--- config.mk ---
export PLATFORM = sky130hd
export DESIGN_NAME = signal_peak_monitor_flat
export DESIGN_NICKNAME = d
export VERILOG_FILES = /design/src/rtl/signal_peak_monitor_pkg.sv /design/src/rtl/monitor_link_if.sv /design/src/rtl/signal_peak_monitor.sv /design/src/flat_wrapper.sv
export VERILOG_INCLUDE_DIRS = /design/src /design/src/rtl
export SDC_FILE = /design/constraint.sdc
export NUM_CORES = 1
export LEC_CHECK = 0
export ABC_AREA = 1
export CORE_MARGIN = 3
export CORE_UTILIZATION = 64
export CTS_BUF_LIST = sky130_fd_sc_hd__clkbuf_16
export CTS_CLUSTER_DIAMETER = 60
export DETAILED_ROUTE_END_ITERATION = 6
export DONT_BUFFER_PORTS = 1
export PLACE_DENSITY_LB_ADDON = 0.08
export SETUP_SLACK_MARGIN = 0.4
export SYNTH_ARGS = -nofsm -noshare
export SYNTH_HDL_FRONTEND = slang
export SYNTH_SLANG_ARGS = --single-unit
--- constraint.sdc ---
create_clock -name sys_clk -period 8.6 [get_ports sys_clk]
set_input_delay 2.15 -clock sys_clk [delete_from_list [all_inputs] [get_ports sys_clk]]
set_output_delay 2.15 -clock sys_clk [all_outputs]
set_load 0.02 [all_outputs]
--- src/rtl/signal_peak_monitor_map.svh ---
// Register offsets, field positions, reset values and timing counts of the
// peak monitor. Assumes a 12-bit byte address and 8-bit register data.
`ifndef SIGNAL_PEAK_MONITOR_MAP_SVH
`define SIGNAL_PEAK_MONITOR_MAP_SVH

// Register offsets.
`define SPM_MONITOR_CONTROL   12'h270
`define SPM_PERIOD_LOW        12'h271
`define SPM_PERIOD_MID        12'h272
`define SPM_PERIOD_HIGH       12'h273
`define SPM_RESULT_REFRESH    12'h274
`define SPM_PEAK_RESULT_LOW   12'h275
`define SPM_PEAK_RESULT_MID   12'h276
`define SPM_PEAK_RESULT_HIGH  12'h277
`define SPM_FRAME_COUNTER     12'h278
`define SPM_EMBED_CONTROL_A   12'h279
`define SPM_EMBED_CONTROL_B   12'h27a
`define SPM_SLOT_SELECT_A     12'h559
`define SPM_SLOT_SELECT_B     12'h55a
`define SPM_CTRL_BIT_COUNT    12'h58f

// Field positions.
`define SPM_PEAK_ENABLE_BIT   1
`define SPM_REFRESH_BIT       4
`define SPM_EMBED_B_BIT       1

// Reset values.
`define SPM_REG_RESET         8'h00
`define SPM_PERIOD_RESET      24'h000050

// Widths and frame layout.
`define SPM_PEAK_W            13
`define SPM_PERIOD_W          24
`define SPM_RESULT_W          20
`define SPM_FRAME_W           25
`define SPM_SUBFRAME_W        5
`define SPM_LINK_W            16

// Default decimation: link samples are produced every this many cycles.
`define SPM_DECIM_DEFAULT     4

`endif

--- src/rtl/signal_peak_monitor_pkg.sv ---
// Types shared by both ends of the peak monitor link.
// Assumes the map header is compiled alongside.
`default_nettype none

package signal_peak_monitor_pkg;

    // What a control bit slot carries.
    typedef enum logic [1:0] {
        CTRL_OVERRANGE = 2'b00,
        CTRL_TIMING    = 2'b01,
        CTRL_FASTDET   = 2'b10,
        CTRL_MONITOR   = 2'b11
    } ctrl_fn_type;

    // Frame alignment state of the link receiver.
    typedef enum logic [0:0] {
        RX_SEARCH = 1'b0,
        RX_LOCKED = 1'b1
    } rx_state_type;

endpackage

`default_nettype wire
--- src/rtl/monitor_link_if.sv ---
// Carrier between the monitor transmitter and the link receiver logic.
// Assumes both ends share the one system clock.
`default_nettype none

interface monitor_link_if;
    logic        linkValid;   // One-cycle strobe per link sample.
    logic [15:0] linkWord;    // Sample word with control bits.
    logic [1:0]  ctrlCount;   // Number of control bits per sample.
    logic [1:0]  monitorSlot; // Control slot with monitor data, 3 = none.

    // Transmitting end.
    modport device (
        output linkValid,
        output linkWord,
        output ctrlCount,
        output monitorSlot
    );

    // Receiving end.
    modport receiver (
        input linkValid,
        input linkWord,
        input ctrlCount,
        input monitorSlot
    );
endinterface

`default_nettype wire

--- src/rtl/signal_peak_monitor.sv ---
// Peak magnitude monitor: measures the largest sample magnitude per period,
// offers it over the register port and as a serial frame in link samples.
// Assumes samples and register strobes come from logic on sys_clk.
//
// What this block does
// - Track sample magnitude only, sign ignored.
// - Peak is 13 bits; period is 24 bits.
// - Detection runs only while control bit 1 set.
// - Software programs period before enabling detection.
// - Enable loads timer; decrements each decimated sample.
// - Keep larger of magnitude and running maximum.
// - Seed running maximum with present sample magnitude.
// - At count one, copy maximum into holding register.
// - After transfer, reload timer and reseed maximum.
// - Refresh bit updates result and frame counter.
// - Software polls frame counter until it changes.
// - Result is 20-bit word, peak in top bits.
// - Embedding needs 0x279 bits 1:0 and 0x27A bit 1.
// - Up to three control bits, filled from MSB.
// - Slot selection set through two configuration registers.
// - Serial frame 25 bits, five 5-bit subframes, MSB first.
// - Receiver extracts monitor bit and rebuilds peak.
// - Spare bits may carry overrange, timing, fast detect.
`include "signal_peak_monitor_map.svh"
`default_nettype none

module signal_peak_monitor #(
    parameter int DECIM = `SPM_DECIM_DEFAULT  // System cycles per sample.
) (
    input  wire logic                    sys_clk,
    input  wire logic                    reset,
    input  wire logic signed [13:0]      sampleIn,
    input  wire logic                    overrangeIn,
    input  wire logic                    timingEventIn,
    input  wire logic                    fastDetectIn,
    input  wire logic [11:0]             regAddr,
    input  wire logic [7:0]              regWrData,
    input  wire logic                    regWr,
    input  wire logic                    regRd,
    output logic [7:0]                   regRdData,
    monitor_link_if.device               link
);

    // Refuse a decimation the divider cannot count.
    if (DECIM < 1 || DECIM > 256) begin : g_bad_decim
        $error("DECIM must lie between 1 and 256.");
    end

    // Divider state and the one-cycle sample strobe.
    logic [7:0]                    divCnt_ff;
    logic                          sampleStb;
    // Software registers.
    logic [7:0]                    control_ff;
    logic [`SPM_PERIOD_W-1:0]      period_ff;
    logic [7:0]                    refresh_ff;
    logic [7:0]                    embedA_ff;
    logic [7:0]                    embedB_ff;
    logic [7:0]                    slotA_ff;
    logic [7:0]                    slotB_ff;
    logic [7:0]                    ctrlCnt_ff;
    logic [7:0]                    rdData_ff;
    // Measurement state.
    logic                          active_ff;
    logic                          reseed_ff;
    logic [`SPM_PERIOD_W-1:0]      timer_ff;
    logic [`SPM_PEAK_W-1:0]        runMax_ff;
    logic [`SPM_PEAK_W-1:0]        hold_ff;
    logic [`SPM_RESULT_W-1:0]      result_ff;
    logic [7:0]                    frameCnt_ff;
    // Serial frame state.
    logic [`SPM_FRAME_W-1:0]       frame_ff;
    logic [4:0]                    frameBit_ff;
    // Link outputs.
    logic [15:0]                   linkWord_ff;
    logic                          linkValid_ff;
    // Combinational helpers.
    logic [13:0]                   magWide;
    logic [`SPM_PEAK_W-1:0]        mag;
    logic [`SPM_PEAK_W-1:0]        larger;
    logic [`SPM_PERIOD_W-1:0]      reloadVal;
    logic                          peakEnable;
    logic                          embedOn;
    logic [1:0]                    ctrlCount;
    logic [1:0]                    topPos;
    logic [2:0]                    ctrlBits;
    logic [1:0]                    monitorSlot;
    logic [15:0]                   nxt_linkWord;
    logic                          wrHit;

    // Divider: one strobe per decimated sample.
    always_ff @(posedge sys_clk or posedge reset) begin
        if (reset) begin
            divCnt_ff <= 8'h00;
        end else if (divCnt_ff == 8'(DECIM - 1)) begin
            divCnt_ff <= 8'h00;
        end else begin
            divCnt_ff <= divCnt_ff + 8'h01;
        end
    end
    assign sampleStb = (divCnt_ff == 8'(DECIM - 1));

    // Magnitude, sign dropped and clipped to the 13-bit peak range.
    assign magWide = sampleIn[13] ? 14'(-sampleIn) : sampleIn;
    assign mag     = magWide[13] ? 13'h1fff : magWide[12:0];
    assign larger  = (mag > runMax_ff) ? mag : runMax_ff;
    // A zero period counts as one so the timer never wraps.
    assign reloadVal  = (period_ff == 24'h000000) ? 24'h000001 : period_ff;
    assign peakEnable = control_ff[`SPM_PEAK_ENABLE_BIT];
    assign wrHit      = regWr;

    // Register writes; each register is its own byte.
    always_ff @(posedge sys_clk or posedge reset) begin
        if (reset) begin
            control_ff <= `SPM_REG_RESET;
            period_ff  <= `SPM_PERIOD_RESET;
            refresh_ff <= `SPM_REG_RESET;
            embedA_ff  <= `SPM_REG_RESET;
            embedB_ff  <= `SPM_REG_RESET;
            slotA_ff   <= `SPM_REG_RESET;
            slotB_ff   <= `SPM_REG_RESET;
            ctrlCnt_ff <= `SPM_REG_RESET;
        end else if (wrHit) begin
            case (regAddr)
                `SPM_MONITOR_CONTROL: control_ff <= regWrData;
                // Period lands in storage only; the timer reads it at reload.
                `SPM_PERIOD_LOW:  period_ff[7:0]   <= regWrData;
                `SPM_PERIOD_MID:  period_ff[15:8]  <= regWrData;
                `SPM_PERIOD_HIGH: period_ff[23:16] <= regWrData;
                // The refresh bit is a strobe and never stored.
                `SPM_RESULT_REFRESH: refresh_ff <= regWrData & 8'hef;
                `SPM_EMBED_CONTROL_A: embedA_ff <= regWrData;
                `SPM_EMBED_CONTROL_B: embedB_ff <= regWrData;
                `SPM_SLOT_SELECT_A:   slotA_ff  <= regWrData;
                `SPM_SLOT_SELECT_B:   slotB_ff  <= regWrData;
                `SPM_CTRL_BIT_COUNT:  ctrlCnt_ff <= regWrData;
                default: begin
                    // Writes elsewhere are ignored.
                end
            endcase
        end
    end

    // Period timer and running maximum.
    always_ff @(posedge sys_clk or posedge reset) begin
        if (reset) begin
            active_ff <= 1'b0;
            reseed_ff <= 1'b0;
            timer_ff  <= 24'h000000;
            runMax_ff <= 13'h0000;
            hold_ff   <= 13'h0000;
        end else if (!peakEnable) begin
            // Clearing the enable stops and rearms the measurement.
            active_ff <= 1'b0;
        end else if (!active_ff) begin
            // Start: load the timer, seed with the present sample.
            active_ff <= 1'b1;
            reseed_ff <= 1'b0;
            timer_ff  <= reloadVal;
            runMax_ff <= mag;
        end else if (sampleStb) begin
            if (timer_ff == 24'h000001) begin
                hold_ff   <= reseed_ff ? mag : larger;
                timer_ff  <= reloadVal;
                reseed_ff <= 1'b1;
            end else begin
                timer_ff  <= timer_ff - 24'h000001;
                runMax_ff <= reseed_ff ? mag : larger;
                reseed_ff <= 1'b0;
            end
        end
    end

    // Refresh strobe: copy held peak, MSB aligned, and bump the counter.
    always_ff @(posedge sys_clk or posedge reset) begin
        if (reset) begin
            result_ff   <= 20'h00000;
            frameCnt_ff <= 8'h00;
        end else if (wrHit && regAddr == `SPM_RESULT_REFRESH
                     && regWrData[`SPM_REFRESH_BIT]) begin
            result_ff   <= {hold_ff, 7'h00};
            frameCnt_ff <= frameCnt_ff + 8'h01;
        end
    end

    // Read data stands in the cycle after the read strobe only.
    always_ff @(posedge sys_clk or posedge reset) begin
        if (reset) begin
            rdData_ff <= 8'h00;
        end else if (!regRd) begin
            rdData_ff <= 8'h00;
        end else begin
            case (regAddr)
                `SPM_MONITOR_CONTROL:  rdData_ff <= control_ff;
                `SPM_PERIOD_LOW:       rdData_ff <= period_ff[7:0];
                `SPM_PERIOD_MID:       rdData_ff <= period_ff[15:8];
                `SPM_PERIOD_HIGH:      rdData_ff <= period_ff[23:16];
                `SPM_RESULT_REFRESH:   rdData_ff <= refresh_ff;
                `SPM_PEAK_RESULT_LOW:  rdData_ff <= result_ff[7:0];
                `SPM_PEAK_RESULT_MID:  rdData_ff <= result_ff[15:8];
                `SPM_PEAK_RESULT_HIGH: rdData_ff <= {4'h0, result_ff[19:16]};
                `SPM_FRAME_COUNTER:    rdData_ff <= frameCnt_ff;
                `SPM_EMBED_CONTROL_A:  rdData_ff <= embedA_ff;
                `SPM_EMBED_CONTROL_B:  rdData_ff <= embedB_ff;
                `SPM_SLOT_SELECT_A:    rdData_ff <= slotA_ff;
                `SPM_SLOT_SELECT_B:    rdData_ff <= slotB_ff;
                `SPM_CTRL_BIT_COUNT:   rdData_ff <= ctrlCnt_ff;
                default:               rdData_ff <= 8'h00;
            endcase
        end
    end
    assign regRdData = rdData_ff;

    // Embedding needs both enable fields at once.
    assign embedOn   = (embedA_ff[1:0] == 2'b11)
                       && embedB_ff[`SPM_EMBED_B_BIT];
    assign ctrlCount = ctrlCnt_ff[1:0];
    // Control field top: bit 1, or bit 2 when three bits are used.
    assign topPos    = (ctrlCount == 2'h3) ? 2'h2 : 2'h1;

    // Serial frame: five subframes of start bit then four data bits.
    always_ff @(posedge sys_clk or posedge reset) begin
        if (reset) begin
            frame_ff    <= 25'h0000000;
            frameBit_ff <= 5'h00;
        end else if (sampleStb) begin
            if (frameBit_ff == 5'h00) begin
                // Load the newest held peak for the next frame.
                frame_ff <= {1'b1, hold_ff[12:9], 1'b1, hold_ff[8:5],
                             1'b1, hold_ff[4:1], 1'b1, hold_ff[0], 3'h0,
                             1'b1, 4'h0};
                frameBit_ff <= 5'(`SPM_FRAME_W - 1);
            end else begin
                frame_ff    <= {frame_ff[23:0], 1'b0};
                frameBit_ff <= frameBit_ff - 5'h01;
            end
        end
    end

    // Per-slot control bit source; slot 0 is the most significant.
    for (genvar k = 0; k < 3; k++) begin : g_slot
        signal_peak_monitor_pkg::ctrl_fn_type fn;
        assign fn = signal_peak_monitor_pkg::ctrl_fn_type'(
                    (k == 0) ? slotA_ff[1:0] :
                    (k == 1) ? slotA_ff[5:4] : slotB_ff[1:0]);
        assign ctrlBits[k] =
            (fn == signal_peak_monitor_pkg::CTRL_OVERRANGE) ? overrangeIn :
            (fn == signal_peak_monitor_pkg::CTRL_TIMING) ? timingEventIn :
            (fn == signal_peak_monitor_pkg::CTRL_FASTDET) ? fastDetectIn :
            (embedOn && frameBit_ff != 5'h00 ? frame_ff[24] : 1'b0);
    end

    // Lowest used slot selected for the monitor, or 3 when none or embedding is off.
    always_comb begin
        monitorSlot = 2'h3;
        for (int k = 2; k >= 0; k--) begin
            if (k < int'(ctrlCount) && g_slot[0].fn ==
                signal_peak_monitor_pkg::CTRL_MONITOR && k == 0) begin
                monitorSlot = 2'h0;
            end
        end
        if (slotA_ff[5:4] == 2'b11 && ctrlCount > 2'h1
            && monitorSlot == 2'h3) begin
            monitorSlot = 2'h1;
        end
        if (slotB_ff[1:0] == 2'b11 && ctrlCount > 2'h2
            && monitorSlot == 2'h3) begin
            monitorSlot = 2'h2;
        end
        if (!embedOn) begin
            monitorSlot = 2'h3;
        end
    end

    // Build the link word: sample on top, control bits from MSB down.
    always_comb begin
        nxt_linkWord = {sampleIn, 2'b00};
        for (int k = 0; k < 3; k++) begin
            if (k < int'(ctrlCount)) begin
                nxt_linkWord[2'(int'(topPos) - k)] = ctrlBits[k];
            end
        end
    end

    // Link sample register, one word per decimated sample.
    always_ff @(posedge sys_clk or posedge reset) begin
        if (reset) begin
            linkWord_ff  <= 16'h0000;
            linkValid_ff <= 1'b0;
        end else begin
            linkValid_ff <= sampleStb;
            if (sampleStb) begin
                linkWord_ff <= nxt_linkWord;
            end
        end
    end

    assign link.linkValid   = linkValid_ff;
    assign link.linkWord    = linkWord_ff;
    assign link.ctrlCount   = ctrlCount;
    assign link.monitorSlot = monitorSlot;

endmodule

`default_nettype wire

--- src/flat_wrapper.sv ---
// flat-port wrapper written by rule: the top's interface ports become plain ports
module signal_peak_monitor_flat 
#(
    parameter int DECIM = `SPM_DECIM_DEFAULT                              
)
  (sys_clk, reset, sampleIn, overrangeIn, timingEventIn, fastDetectIn, regAddr, regWrData, regWr, regRd, regRdData, link_linkValid, link_linkWord, link_ctrlCount, link_monitorSlot);
  monitor_link_if link_i ();
  input  wire logic sys_clk;
  input  wire logic reset;
  input  wire logic signed [13:0] sampleIn;
  input  wire logic overrangeIn;
  input  wire logic timingEventIn;
  input  wire logic fastDetectIn;
  input  wire logic [11:0] regAddr;
  input  wire logic [7:0] regWrData;
  input  wire logic regWr;
  input  wire logic regRd;
  output logic [7:0] regRdData;
  output wire logic [$bits(link_i.linkValid)-1:0] link_linkValid;
  output wire logic [$bits(link_i.linkWord)-1:0] link_linkWord;
  output wire logic [$bits(link_i.ctrlCount)-1:0] link_ctrlCount;
  output wire logic [$bits(link_i.monitorSlot)-1:0] link_monitorSlot;
  assign link_linkValid = link_i.linkValid;
  assign link_linkWord = link_i.linkWord;
  assign link_ctrlCount = link_i.ctrlCount;
  assign link_monitorSlot = link_i.monitorSlot;
  signal_peak_monitor #(.DECIM(DECIM)) u_core (.sys_clk(sys_clk), .reset(reset), .sampleIn(sampleIn), .overrangeIn(overrangeIn), .timingEventIn(timingEventIn), .fastDetectIn(fastDetectIn), .regAddr(regAddr), .regWrData(regWrData), .regWr(regWr), .regRd(regRd), .regRdData(regRdData), .link(link_i));
endmodule
# Yosys cells after proc, flatten, opt, wreduce, memory -nomap -nowiden
# Cells that the tools add are included.
[totals] regBits=215 inputBits=41
[op_classes] n_addsub=7 order_cmp=12 n_eq_ne=31 mux=47 reduce_logical=31
[op_table] op="$eq A12 B10 Y1 const B" n=11
[op_table] op="$pmux W8 S14" n=1
[op_table] op="$mux W24" n=4
[op_table] op="$mux W13" n=6
[op_table] op="$bwmux W16" n=3
[op_table] op="$mux W16" n=3
[op_table] op="$eq A12 B11 Y1 const B" n=3
[op_table] op="$mux W25" n=1
[op_table] op="$eq A24 B1 Y1 const B" n=1
[op_table] op="$logic_not A24 Y1" n=1
[op_table] op="$sub A24 B1 Y24 const B" n=1
[op_table] op="$reduce_and A2 Y1" n=11
[op_table] op="$eq A2 B2 Y1 const B" n=10
[op_table] op="$lt A2 B6 Y1 const B" n=3
[op_table] op="$mux W1" n=17
[op_table] op="$add A8 B1 Y8 const B" n=2
[op_table] op="$mux W8" n=2
[op_table] op="$mux W14" n=1
[op_table] op="$neg A14 Y14" n=1
[op_table] op="$gt A13 B13 Y1" n=1
[op_table] op="$logic_and A1 B1 Y1" n=12
[op_table] op="$mux W2" n=5
[op_table] op="$eq A8 B2 Y1 const B" n=1
[op_table] op="$demux W1 S2" n=3
[op_table] op="17 further kinds" n=24

# Depth between registers and ports, before layout
# Gate-level depths: netlist of the first run.
[depth] ltp_word=13 depth_mapped=20 ltp_nobuf=19

# Worst setup path after synthesis of the first run
# No wires, ideal clock.
[synth_path] path_type="input port to flip-flop" startpoint="in sampleIn[0]" endpoint="reg u_core.hold_ff[1]" arrival_ps=4179 slack_ps=4293 path_stages=19 n_path_buf=1 path_cell_list="inv_1 > ha_1 > nand3_1 > nand2_1 > nand2_1 > nand2_1 > nand3_1 > ha_1 > nand2_1 > inv_1 > nand2_1 > nand2_1 > a21oi_1 > nand2_2 > nand2_2 > buf_2 > nand2_1 > o21ai_0 > o21ai_0"
[synth_between] elab_chain_len=6
[synth_lines] item="start: declaration" line_no="flat_wrapper.sv:10" rtl="input wire logic signed [13:0] sampleIn;"
[synth_lines] item="$neg A14 Y14" line_no="signal_peak_monitor.sv:103" rtl="assign magWide = sampleIn[13] ? 14'(-sampleIn) : sampleIn;"
[synth_lines] item="$mux W14 (*)" line_no="signal_peak_monitor.sv:103"
[synth_lines] item="$mux W13 (*)" line_no="signal_peak_monitor.sv:104" rtl="assign mag = magWide[13] ? 13'h1fff : magWide[12:0];"
[synth_lines] item="$gt A13 B13 Y1" line_no="signal_peak_monitor.sv:105" rtl="assign larger = (mag > runMax_ff) ? mag : runMax_ff;"
[synth_lines] item="$mux W13" line_no="signal_peak_monitor.sv:105"
[synth_lines] item="$mux W13 (*)" line_no="signal_peak_monitor.sv:162" rtl="hold_ff <= reseed_ff ? mag : larger;"
[synth_lines] item="end signal: assignment" line_no="signal_peak_monitor.sv:162"
[synth_lines] item="end: declaration" line_no="signal_peak_monitor.sv:67" rtl="logic [`SPM_PEAK_W-1:0] hold_ff;"
# Every way passes the cells marked *; elsewhere a longest branch is shown, timed or not.
# A chain may end at the register's enable or synchronous reset.

# Worst setup path after layout of the first run
[layout_path] startpoint="in sampleIn[0]" endpoint="reg u_core.hold_ff[4]"
# The elaborated chain is that of the path after synthesis.

==> impl_metrics.csv, run 1 <==
group,metric,value,unit
global_route,grt_pass1_vias,10060,
drt,ant_nets,0,
placement,port_buffers,0,
timing,grt_setup_unrepaired,"no",
power,irDropWorstVdd,0.1756,mV
timing,maxSlewViolCount,0,
setup_path,cpMaxStageDelayCell,"nand2_2",
setup_path,critical_path.top_delay_family,"simple AND/OR/NAND/NOR gates",
placement,pre_cts_ws,3.559,ns
run_status,status,"finished clean",
hold_path,hold_class,"flop to flop",
clocking,cts-root-buf,"clkbuf_16",
cells_and_area,fin_area,12470,um2
timing,fin_ws,4.083,ns
timing,fin_skew,0.02126,ns
setup_path,crit_type,"primary input to flop",
die,dieArea,19890,um2
setup_path,cp_common_cell,"nand2_1",
drt,drc_errors,0,
yosys,synth.area.top_cells,"dfrtp_1, nand2_1, o21ai_0, nor2_1, nand3_1",
clocking,cts_tree,"done",
run,drv_cap,0,
setup_path,critPathLaunchType,"primary input",
yosys,synth_ff_type,"dfrtp_1",
global_route,grt_use_met3,4.240,%
placement,placed_area,11690,um2
timing,slew_headroom,32.85,%
cells_and_area,n_antenna_cell,0,
setup_path,critPathArrivalTime,4.86,ns
drt,firstDrtPassIters,5,
yosys,ys_warn_count,0,
die,die_h,141.0,um
yosys,synth_top_area_share,44.82,%
global_route,grtUsageMet2,51.97,%
timing,layout_min_cycle_time,4.517,ns
clocking,cts_sinks,211,
die,start_util,66.32,%
yosys,ys_types,42,
yosys,ys_seq_area_share,45.27,%
global_route,grt-ovfl-total,0,
drt,wirelength,30970,um
cells_and_area,num-nets-final,1595,
die,dieWidth,141.0,um
global_route,grt_usage,31.76,%
timing,max_freq,0.2214,GHz
setup_path,critPathBufInv,2,
cells_and_area,mostFrequentLayoutCell,"nand2_1",
die,fp.coreArea,17600,um2
setup_path,end_kind,"flop",
clocking,cts_setup_buffers,0,
setup_path,r2r_setup_slack,5.58,ns
global_route,antenna_found_initial,0,
cells_and_area,area_growth,6.830,%
global_route,use_met1,42.82,%
yosys,yosysTopAreaCell,"dfrtp_1",
global_route,grt_pass1_wl,51180,um
global_route,grt_busiest_layer,"met2",
timing,finalHoldViolCount,0,
clocking,insertion_delay,0.52,ns
drt,drt_iter0_drc,945,
setup_path,crit_chain,"inv_1 > ha_1 > nand3_1 > nand2_1 > nand2_1 > nand2_1 > nand3_1 > ha_1 > nand2_1 > inv_1 > nand2_1 > nand2_1 > a21oi_1 > nand2_2 > nand2_2 > nand2_1 > o21ai_0 > o21ai_0",
yosys,synth-seq-cells,211,
yosys,synth-edff-count,0,
timing,worst_pin_slew,1.005,ns
timing,holdWs,0.4663,ns
timing,setup_viol,0,
setup_path,required,8.95,ns
setup_path,worstRegToRegCells,12,
yosys,syn_inst,1565,
placement,dpl.hpwl,21870,um
clocking,cts_made_buffers,23,
clocking,clk_pin_slew,0.06,ns
cells_and_area,mostFrequentLayoutCells,"nand2_1, dfrtp_1, nor2_1",
drt,dr_total_vias,10470,
placement,gp_congestion,0.9495,
clocking,htreeDepth,1,
die,io_pins,70,
yosys,syn_avg_cell_area,7.457,um2
cells_and_area,drive_gt1_share,6.779,%
die,std_cell_rows,48,
setup_path,crit_cells,18,
drt,avgViaCountPerCell,5.903,
yosys,async_flop_share,100.0,%
timing,setup_tns,0,ns
setup_path,cpPeakStageDelay,0.43,ns
clocking,ctsResizeCount,0,
cells_and_area,final_cells,1774,
clocking,clockBufferDepth,3,
timing,post-route-period-util,52.53,%
global_route,grt_max_degree,146,
setup_path,cp_max_fo,30,
placement,dp.cells,1735,
yosys,netlist_area,11670,um2
power,leakagePower,6.332,nW
hold_path,min_path_cells,1,
clocking,hold_buffers,0,
power,p_per_area,182.3,nW/um2
yosys,synth_nets,1625,
drt,wl_per_cell,17.46,um
kinds of logic after synthesis:
group,share of synthesized area [%]
buffers and inverters,7.998
multiplexers,1.029
AND/OR/NAND/NOR,31.21
adder cells (fa/ha/maj),2.037
XOR/XNOR,1.651
flip-flops,45.27
AO/OA/AOI/OAI,10.81
metal layers:
layer	wire length, um	vias to the layer above	part of all wire (%)
li1	-	5028	-
met1	12710	4942	41
met2	14760	410	48
met3	2153	92	7.0
met4	1336	0	4.3
met5	0	-	0
worst register-to-register path: cells and delay by family, from the launching register on:
kind,cells,cell delay [ns]
AOI/OAI and AO/OA,2,0.67
adders and majority gates,1,0.20
and+or+nand+nor,7,0.85
DFF,1,0.37
buffers and inverters,2,0.87
Yosys cell counts, types with 2 or more instances:
| cell type | n |
|---|---|
| o21ai_0 | 161 |
| nand3b_1 | 2 |
| o21ai_1 | 35 |
| nand4_2 | 2 |
| o211ai_1 | 8 |
| buf_4 | 7 |
| nand2_1 | 427 |
| o31ai_1 | 2 |
| clkbuf_1 | 14 |
| a21oi_1 | 29 |
| nor2_1 | 164 |
| and2_1 | 2 |
| or2_2 | 6 |
| a31oi_1 | 2 |
| buf_2 | 31 |
| inv_1 | 160 |
| inv_2 | 8 |
| ha_1 | 19 |
| nand2_2 | 9 |
| mux2_2 | 4 |
| nand3_1 | 122 |
| nor3_1 | 11 |
| nand4_1 | 56 |
| dfstp_2 | 2 |
| nor2_4 | 4 |
| mux2_4 | 5 |
| o22ai_1 | 5 |
| xor2_1 | 16 |
| buf_6 | 2 |
| nand3_2 | 5 |
| nor2_2 | 18 |
| buf_1 | 4 |
| dfrtp_1 | 209 |
| xnor2_1 | 6 |
power by group:
part / switching, mW / internal [mW] / leakage (nW) / total [mW]
clock: 0.398 / 0.633 / 0.385 / 1.03
combinational: 0.150 / 0.0629 / 3.26 / 0.213
sequential: 0.0191 / 1.01 / 2.69 / 1.03
per-stage QoR:
step | util [%] | total power, mW
final | 70.85 | 2.273
after global routing | 70.85 | 2.367
after CTS | 70.85 | 2.288
after detailed placement | 66.43 | 1.258
after global placement | 66.43 | 1.254
after floorplan | - | 1.210
sequential cells by signal, summed over array words and instances (netlist names), 13 cells and up:
| register | flops |
|---|---|
| u_core.timer_ff | 24 |
| u_core.result_ff | 13 |
| u_core.link.linkWord | 16 |
| u_core.runMax_ff | 13 |
| u_core.hold_ff | 13 |
| u_core.frame_ff | 21 |
| u_core.period_ff | 24 |
final cells by class:
| cell class | count | area (um2) |
|---|---|---|
| multi-input cells | 1127 | 5458 |
| flip-flops and latches | 211 | 5283 |
| fillers | 1467 | 5130 |
| inverters | 168 | 638.1 |
| clock buffers | 23 | 575.6 |
| well taps | 225 | 281.5 |
| clock inverters | 16 | 201.4 |
| repair buffers | 4 | 30.03 |
path summary, 6_finish.rpt:
path | startpoint | end
max in group asynchronous | reset | u_core.regRdData[2]
setup reg to reg | u_core.divCnt_ff[0] | u_core.runMax_ff[0]
hold / removal | u_core.divCnt_ff[0] | u_core.divCnt_ff[0]
min in group asynchronous | reset | u_core.timer_ff[16]
hold reg to reg | u_core.divCnt_ff[0] | u_core.divCnt_ff[0]
setup / recovery | sampleIn[0] | u_core.hold_ff[4]
(Power assumes the default switching activity.)
==> inputs of run 2 (changes only) <==
--- a/config.mk
+++ b/config.mk
@@ -8,7 +8,7 @@
 export LEC_CHECK = 0
 export ABC_AREA = 1
 export CORE_MARGIN = 3
-export CORE_UTILIZATION = 64
+export CORE_UTILIZATION = 58
 export CTS_BUF_LIST = sky130_fd_sc_hd__clkbuf_16
 export CTS_CLUSTER_DIAMETER = 60
 export DETAILED_ROUTE_END_ITERATION = 6
==> constraint.sdc (replaced) <==
create_clock -name sys_clk -period 3.75 [get_ports sys_clk]
set_input_delay 0.9375 -clock sys_clk [delete_from_list [all_inputs] [get_ports sys_clk]]
set_output_delay 0.9375 -clock sys_clk [all_outputs]
set_load 0.02 [all_outputs]
==> run 2 against run 1 <==
Effect of this change:
- count of clock-buffer cells in the layout is 2 higher
- power is 130% higher
- clock power is 130% higher
- final cell count is 3.5% higher
- clock skew is 0.013 ns lower
- core utilization is 5.9 points lower
==> impl_metrics.csv, run 2 (synthesis gave the netlist of run 1 again) <==
group,metric,value,unit
timing,setup_viol,0,
cells_and_area,mostFrequentLayoutCells,"nand2_1, dfrtp_1, inv_1",
drt,firstDrtPassIters,5,
timing,max_freq,0.3328,GHz
setup_path,end_kind,"flop",
setup_path,required,4.11,ns
power,leakagePower,6.457,nW
cells_and_area,drive_gt1_share,7.575,%
die,die_h,147.8,um
timing,setup_tns,0,ns
clocking,hold_buffers,0,
timing,layout_min_cycle_time,3.005,ns
die,fp.coreArea,19590,um2
cells_and_area,mostFrequentLayoutCell,"nand2_1",
clocking,clk_pin_slew,0.06,ns
die,dieArea,21860,um2
placement,dpl.hpwl,22610,um
drt,drt_iter0_drc,773,
hold_path,hold_class,"flop to flop",
die,start_util,59.57,%
drt,wl_per_cell,17.11,um
run,drv_cap,0,
drt,avgViaCountPerCell,5.601,
cells_and_area,area_growth,9.028,%
cells_and_area,n_antenna_cell,0,
setup_path,cp_max_fo,24,
clocking,insertion_delay,0.52,ns
timing,slew_headroom,38.22,%
clocking,ctsResizeCount,0,
drt,wirelength,31410,um
global_route,antenna_found_initial,1,
clocking,cts_setup_buffers,0,
placement,gp_congestion,0.9348,
timing,worst_pin_slew,0.9248,ns
clocking,cts_tree,"done",
global_route,grt_pass1_vias,9494,
setup_path,critPathArrivalTime,3.37,ns
die,io_pins,70,
cells_and_area,reg.largest.list,"u_core.period_ff x24, u_core.timer_ff x24, u_core.frame_ff x21",
drt,ant_nets,0,
global_route,grt-ovfl-total,0,
timing,finalHoldViolCount,0,
timing,maxSlewViolCount,0,
timing,post-route-period-util,80.12,%
run_status,status,"finished clean",
drt,drc_errors,0,
power,irDropWorstVdd,0.3237,mV
power,finalPower,5.219,mW
clocking,clockBufferDepth,3,
global_route,grt_pass1_wl,50540,um
clocking,htreeDepth,1,
global_route,grt_usage,28.61,%
clocking,cts-root-buf,"clkbuf_16",
drt,dr_total_vias,10280,
global_route,grt_max_degree,58,
power,p_per_area,410.2,nW/um2
timing,fin_skew,0.008333,ns
clocking,cts_made_buffers,24,
die,dieWidth,147.8,um
placement,port_buffers,0,
clocking,cts_sinks,211,
setup_path,critPathLaunchType,"primary input",
cells_and_area,num-nets-final,1614,
timing,grt_setup_unrepaired,"no",
die,std_cell_rows,51,
setup_path,crit_type,"primary input to flop",
-- run 2: changes by cell type in the layout (fill, tap and decap cells not counted), moves of 2 or more --
| cell | change |
|---|---|
| clkinv_2 | -4 |
| clkinv_1 | +3 |
| buf_4 | +12 |
| buf_12 | +6 |
| inv_1 | +5 |
| bufinv_16 | -2 |
| clkbuf_16 | +2 |
-- run 2: critical path, stage by stage --
cell and delay, ns:
inv_1 0.13, ha_1 0.22, nand3_1 0.15, o21bai_1 0.23
nand3_1 0.14, ha_1 0.33, nand2_1 0.07, nor2_1 0.18
nand4_1 0.10, nor2_1 0.13, inv_1 0.15, nand2_2 0.19
buf_12 0.17, nand2_1 0.05, o21ai_0 0.08, o21ai_0 0.10
-- run 2: final timing paths --
kind                                  startpoint                    end  slack [ns]  cells after the start
max                                  sampleIn[0]      u_core.hold_ff[4]        0.75                     16
min                        u_core.frameCnt_ff[7]  u_core.frameCnt_ff[7]        0.47                      2
max reg2reg                  u_core.divCnt_ff[0]    u_core.runMax_ff[0]        1.02                     13
min reg2reg                u_core.frameCnt_ff[7]  u_core.frameCnt_ff[7]        0.47                      2
max in group asynchronous                  reset    u_core.regRdData[4]        2.48                      2
min in group asynchronous                  reset       u_core.active_ff        0.48                      1
-- run 2: layout make-up --
class / count / area, um2
Clock buffer: 25 / 625.6
Clock inverter: 18 / 152.6
Timing Repair Buffer: 22 / 240.2
Inverter: 168 / 634.4
Fill cell: 1782 / 6867
Multi-Input combinational cell: 1127 / 5456
Tap cell: 265 / 331.6
Sequential cell: 211 / 5283
-- run 2: metrics by stage --
step | instances | hold WS (ns) | util [%] | setup WS, ns | cell area, um2
final | 1836 | 0.4725 | 64.95 | 0.7453 | 12720
after CTS | 1836 | 0.4769 | 64.94 | 0.7016 | 12720
after detailed placement | 1793 | 0.4649 | 60.96 | 0.1620 | 11940
after global routing | 1836 | 0.4972 | 64.95 | 0.4017 | 12720
after floorplan | 1565 | 0.4301 | - | 0.07194 | 11670
after global placement | 1793 | 0.4512 | 60.96 | 0.3449 | 11940
-- run 2: report_power, final --
part | total (mW) | switching, mW | leakage (nW) | internal, mW
clock network | 2.34 | 0.940 | 0.401 | 1.40
registers | 2.36 | 0.0445 | 2.69 | 2.31
logic | 0.520 | 0.351 | 3.37 | 0.169
-- run 2: per-layer routing --
| layer | part of all wire (%) | wire length [um] | global-route usage [%] |
|---|---|---|---|
| met1 | 43 | 13520 | 39.24 |
| met2 | 47 | 14850 | 47.17 |
| met3 | 6.6 | 2078 | 4.874 |
| met4 | 3.0 | 955 | 8.637 |
| met5 | 0.041 | 13 | 0 |
==> inputs of run 3 (changes only) <==
==> constraint.sdc (replaced) <==
create_clock -name sys_clk -period 2.4 [get_ports sys_clk]
set_input_delay 0.6 -clock sys_clk [delete_from_list [all_inputs] [get_ports sys_clk]]
set_output_delay 0.6 -clock sys_clk [all_outputs]
set_load 0.02 [all_outputs]
==> run 3 against run 2 <==
Effect of this change:
- via count is 6.7% higher
- power is 67% higher
- sequential power is 56% higher
- final cell count is 4.0% higher
- hold slack worse by 0.26 ns
- first-iteration DRC count is 15% higher
- largest cell class unchanged
- final area is 13% higher
- highest routed layer is now met4
- flip-flop and latch count stayed put
==> impl_metrics.csv, run 3 (synthesis gave the netlist of run 1 again) <==
group,metric,value,unit
run_status,status,"finished clean",
global_route,grt_busiest_layer,"met2",
setup_path,crit_chain,"nand2_4 > o41ai_4 > nand2_2",
setup_path,end_kind,"output port",
timing,holdWs,0.2085,ns
timing,finalHoldViolCount,0,
placement,dp.cells,1839,
cells_and_area,mostFrequentLayoutCell,"nand2_1",
cells_and_area,seq_area,5285,um2
cells_and_area,fin_area,14360,um2
global_route,grt_use_met3,3.525,%
global_route,grt_pass1_wl,53770,um
die,die_h,147.8,um
global_route,grt-ovfl-total,0,
timing,grt_setup_unrepaired,"yes",
drt,firstDrtPassIters,6,
power,irDropWorstVdd,0.6670,mV
hold_path,hold_class,"primary input to flop",
clocking,cts_tree,"done",
global_route,use_met1,40.26,%
cells_and_area,n_antenna_cell,0,
setup_path,critPathBufInv,0,
die,start_util,59.57,%
clocking,clk_pin_slew,0.06,ns
setup_path,regToRegEndpoint,"u_core.hold_ff[0]",
clocking,cts-root-buf,"clkbuf_16",
cells_and_area,final_cells,1910,
setup_path,r2r_setup_slack,0.37,ns
drt,wirelength,33800,um
drt,drc_errors,0,
clocking,cts_sinks,211,
cells_and_area,num-nets-final,1689,
cells_and_area,mostFrequentLayoutCells,"nand2_1, dfrtp_1, inv_1",
die,dieWidth,147.8,um
timing,maxSlewViolCount,0,
setup_path,r2r_start,"u_core.runMax_ff[11]",
global_route,grt_pass1_vias,10630,
clocking,clockBufferDepth,3,
cells_and_area,reg.largest.list,"u_core.period_ff x24, u_core.timer_ff x24, u_core.frame_ff x21",
setup_path,cp_max_fo,6,
die,io_pins,70,
setup_path,cpPeakStageDelay,0.53,ns
setup_path,critical_path.top_delay_family,"flip-flops",
run,drv_cap,0,
global_route,grt_usage,30.25,%
cells_and_area,fillers,1505,
drt,dr_total_vias,10970,
setup_path,endpoint,"link_monitorSlot[0]",
die,std_cell_rows,51,
timing,max_freq,0.4373,GHz
timing,slew_headroom,60.64,%
setup_path,worstRegToRegCells,12,
setup_path,required,1.80,ns
power,p_per_area,607.5,nW/um2
die,fp.coreArea,19590,um2
placement,placed_area,12620,um2
global_route,grtUsageMet2,51.16,%
drt,wl_per_cell,17.70,um
drt,ant_nets,0,
drt,drt_iter0_drc,890,
setup_path,critPathArrivalTime,1.69,ns
placement,port_buffers,0,
setup_path,critPathLaunchType,"flop",
cells_and_area,drive_gt1_share,21.03,%
setup_path,critPathLaunch,"u_core.ctrlCnt_ff[1]",
power,leakagePower,7.112,nW
timing,layout_min_cycle_time,2.287,ns
global_route,antenna_found_initial,0,
placement,dpl.hpwl,23330,um
timing,post-route-period-util,95.28,%
drt,avgViaCountPerCell,5.743,
clocking,htreeDepth,1,
timing,fin_skew,0.01267,ns
timing,setup_viol,0,
cells_and_area,multiInputGateArea,6296,um2
setup_path,crit_type,"flop to output port",
cells_and_area,area_growth,23.04,%
timing,setup_tns,0,ns
die,dieArea,21860,um2
hold_path,min_path_cells,2,
placement,gp_congestion,0.9765,
setup_path,crit_cells,3,
clocking,insertion_delay,0.52,ns
global_route,grt_max_degree,62,
clocking,cts_made_buffers,26,
timing,worst_pin_slew,0.5888,ns
setup_path,cpMaxStageDelayCell,"dfrtp_2",
[run 3: worst min-delay path by stage]
stage                                     from  slack (ns)                 endpoint
after global routing               sampleIn[2]        0.22  u_core.link.linkWord[4]
after floorplan           u_core.control_ff[1]        0.43         u_core.active_ff
final                              sampleIn[2]        0.21  u_core.link.linkWord[4]
after CTS                         regWrData[2]        0.20     u_core.refresh_ff[2]
after global placement     u_core.divCnt_ff[0]        0.45      u_core.divCnt_ff[0]
after detailed placement   u_core.divCnt_ff[0]        0.46      u_core.divCnt_ff[0]
[run 3: through the flow]
| stage | total power [mW] | utilization, % | setup slack, ns |
|---|---|---|---|
| 2_1_floorplan | 4.440 | - | -0.9406 |
| 3_3_place_gp | 4.694 | 64.42 | -0.2918 |
| 3_5_place_dp | 4.713 | 64.42 | -0.3370 |
| 4_1_cts | 8.597 | 70.75 | 0.1884 |
| 5_1_grt | 9.052 | 73.30 | -0.04424 |
| 6_report | 8.723 | 73.30 | 0.1134 |
[run 3: power breakdown]
group          switching (mW)  internal (mW)  total, mW
Combinational           0.744          0.510       1.25
Clock                    1.52           2.25       3.78
Sequential             0.0786           3.62       3.69
Total                    2.35           6.38       8.72
[run 3: timing repair]
| item | 4_1_cts | 5_1_grt |
|---|---|---|
| hold buffers | 1 | 0 |
| cloned | 2 | 2 |
| gates resized for setup | 62 | 94 |
| endpoints found under the hold margin | 12 | 0 |
| setup buffers | 12 | 10 |
| endpoints found under the setup margin | 35 | 70 |
| pin swaps | 20 | 62 |
[run 3: metal layers]
layer,vias up,wire (um)
li1,5226,-
met1,5203,13740
met2,435,16520
met3,106,2115
met4,0,1422
met5,-,0
[run 3: layout make-up]
type	instances	share of cell area, %
sequential	211	36.81
multi-input combinational	1127	43.85
timing repair buffer	95	6.492
inverter	168	4.801
clock buffer	27	4.705
clock inverter	17	1.037
tap	265	2.309
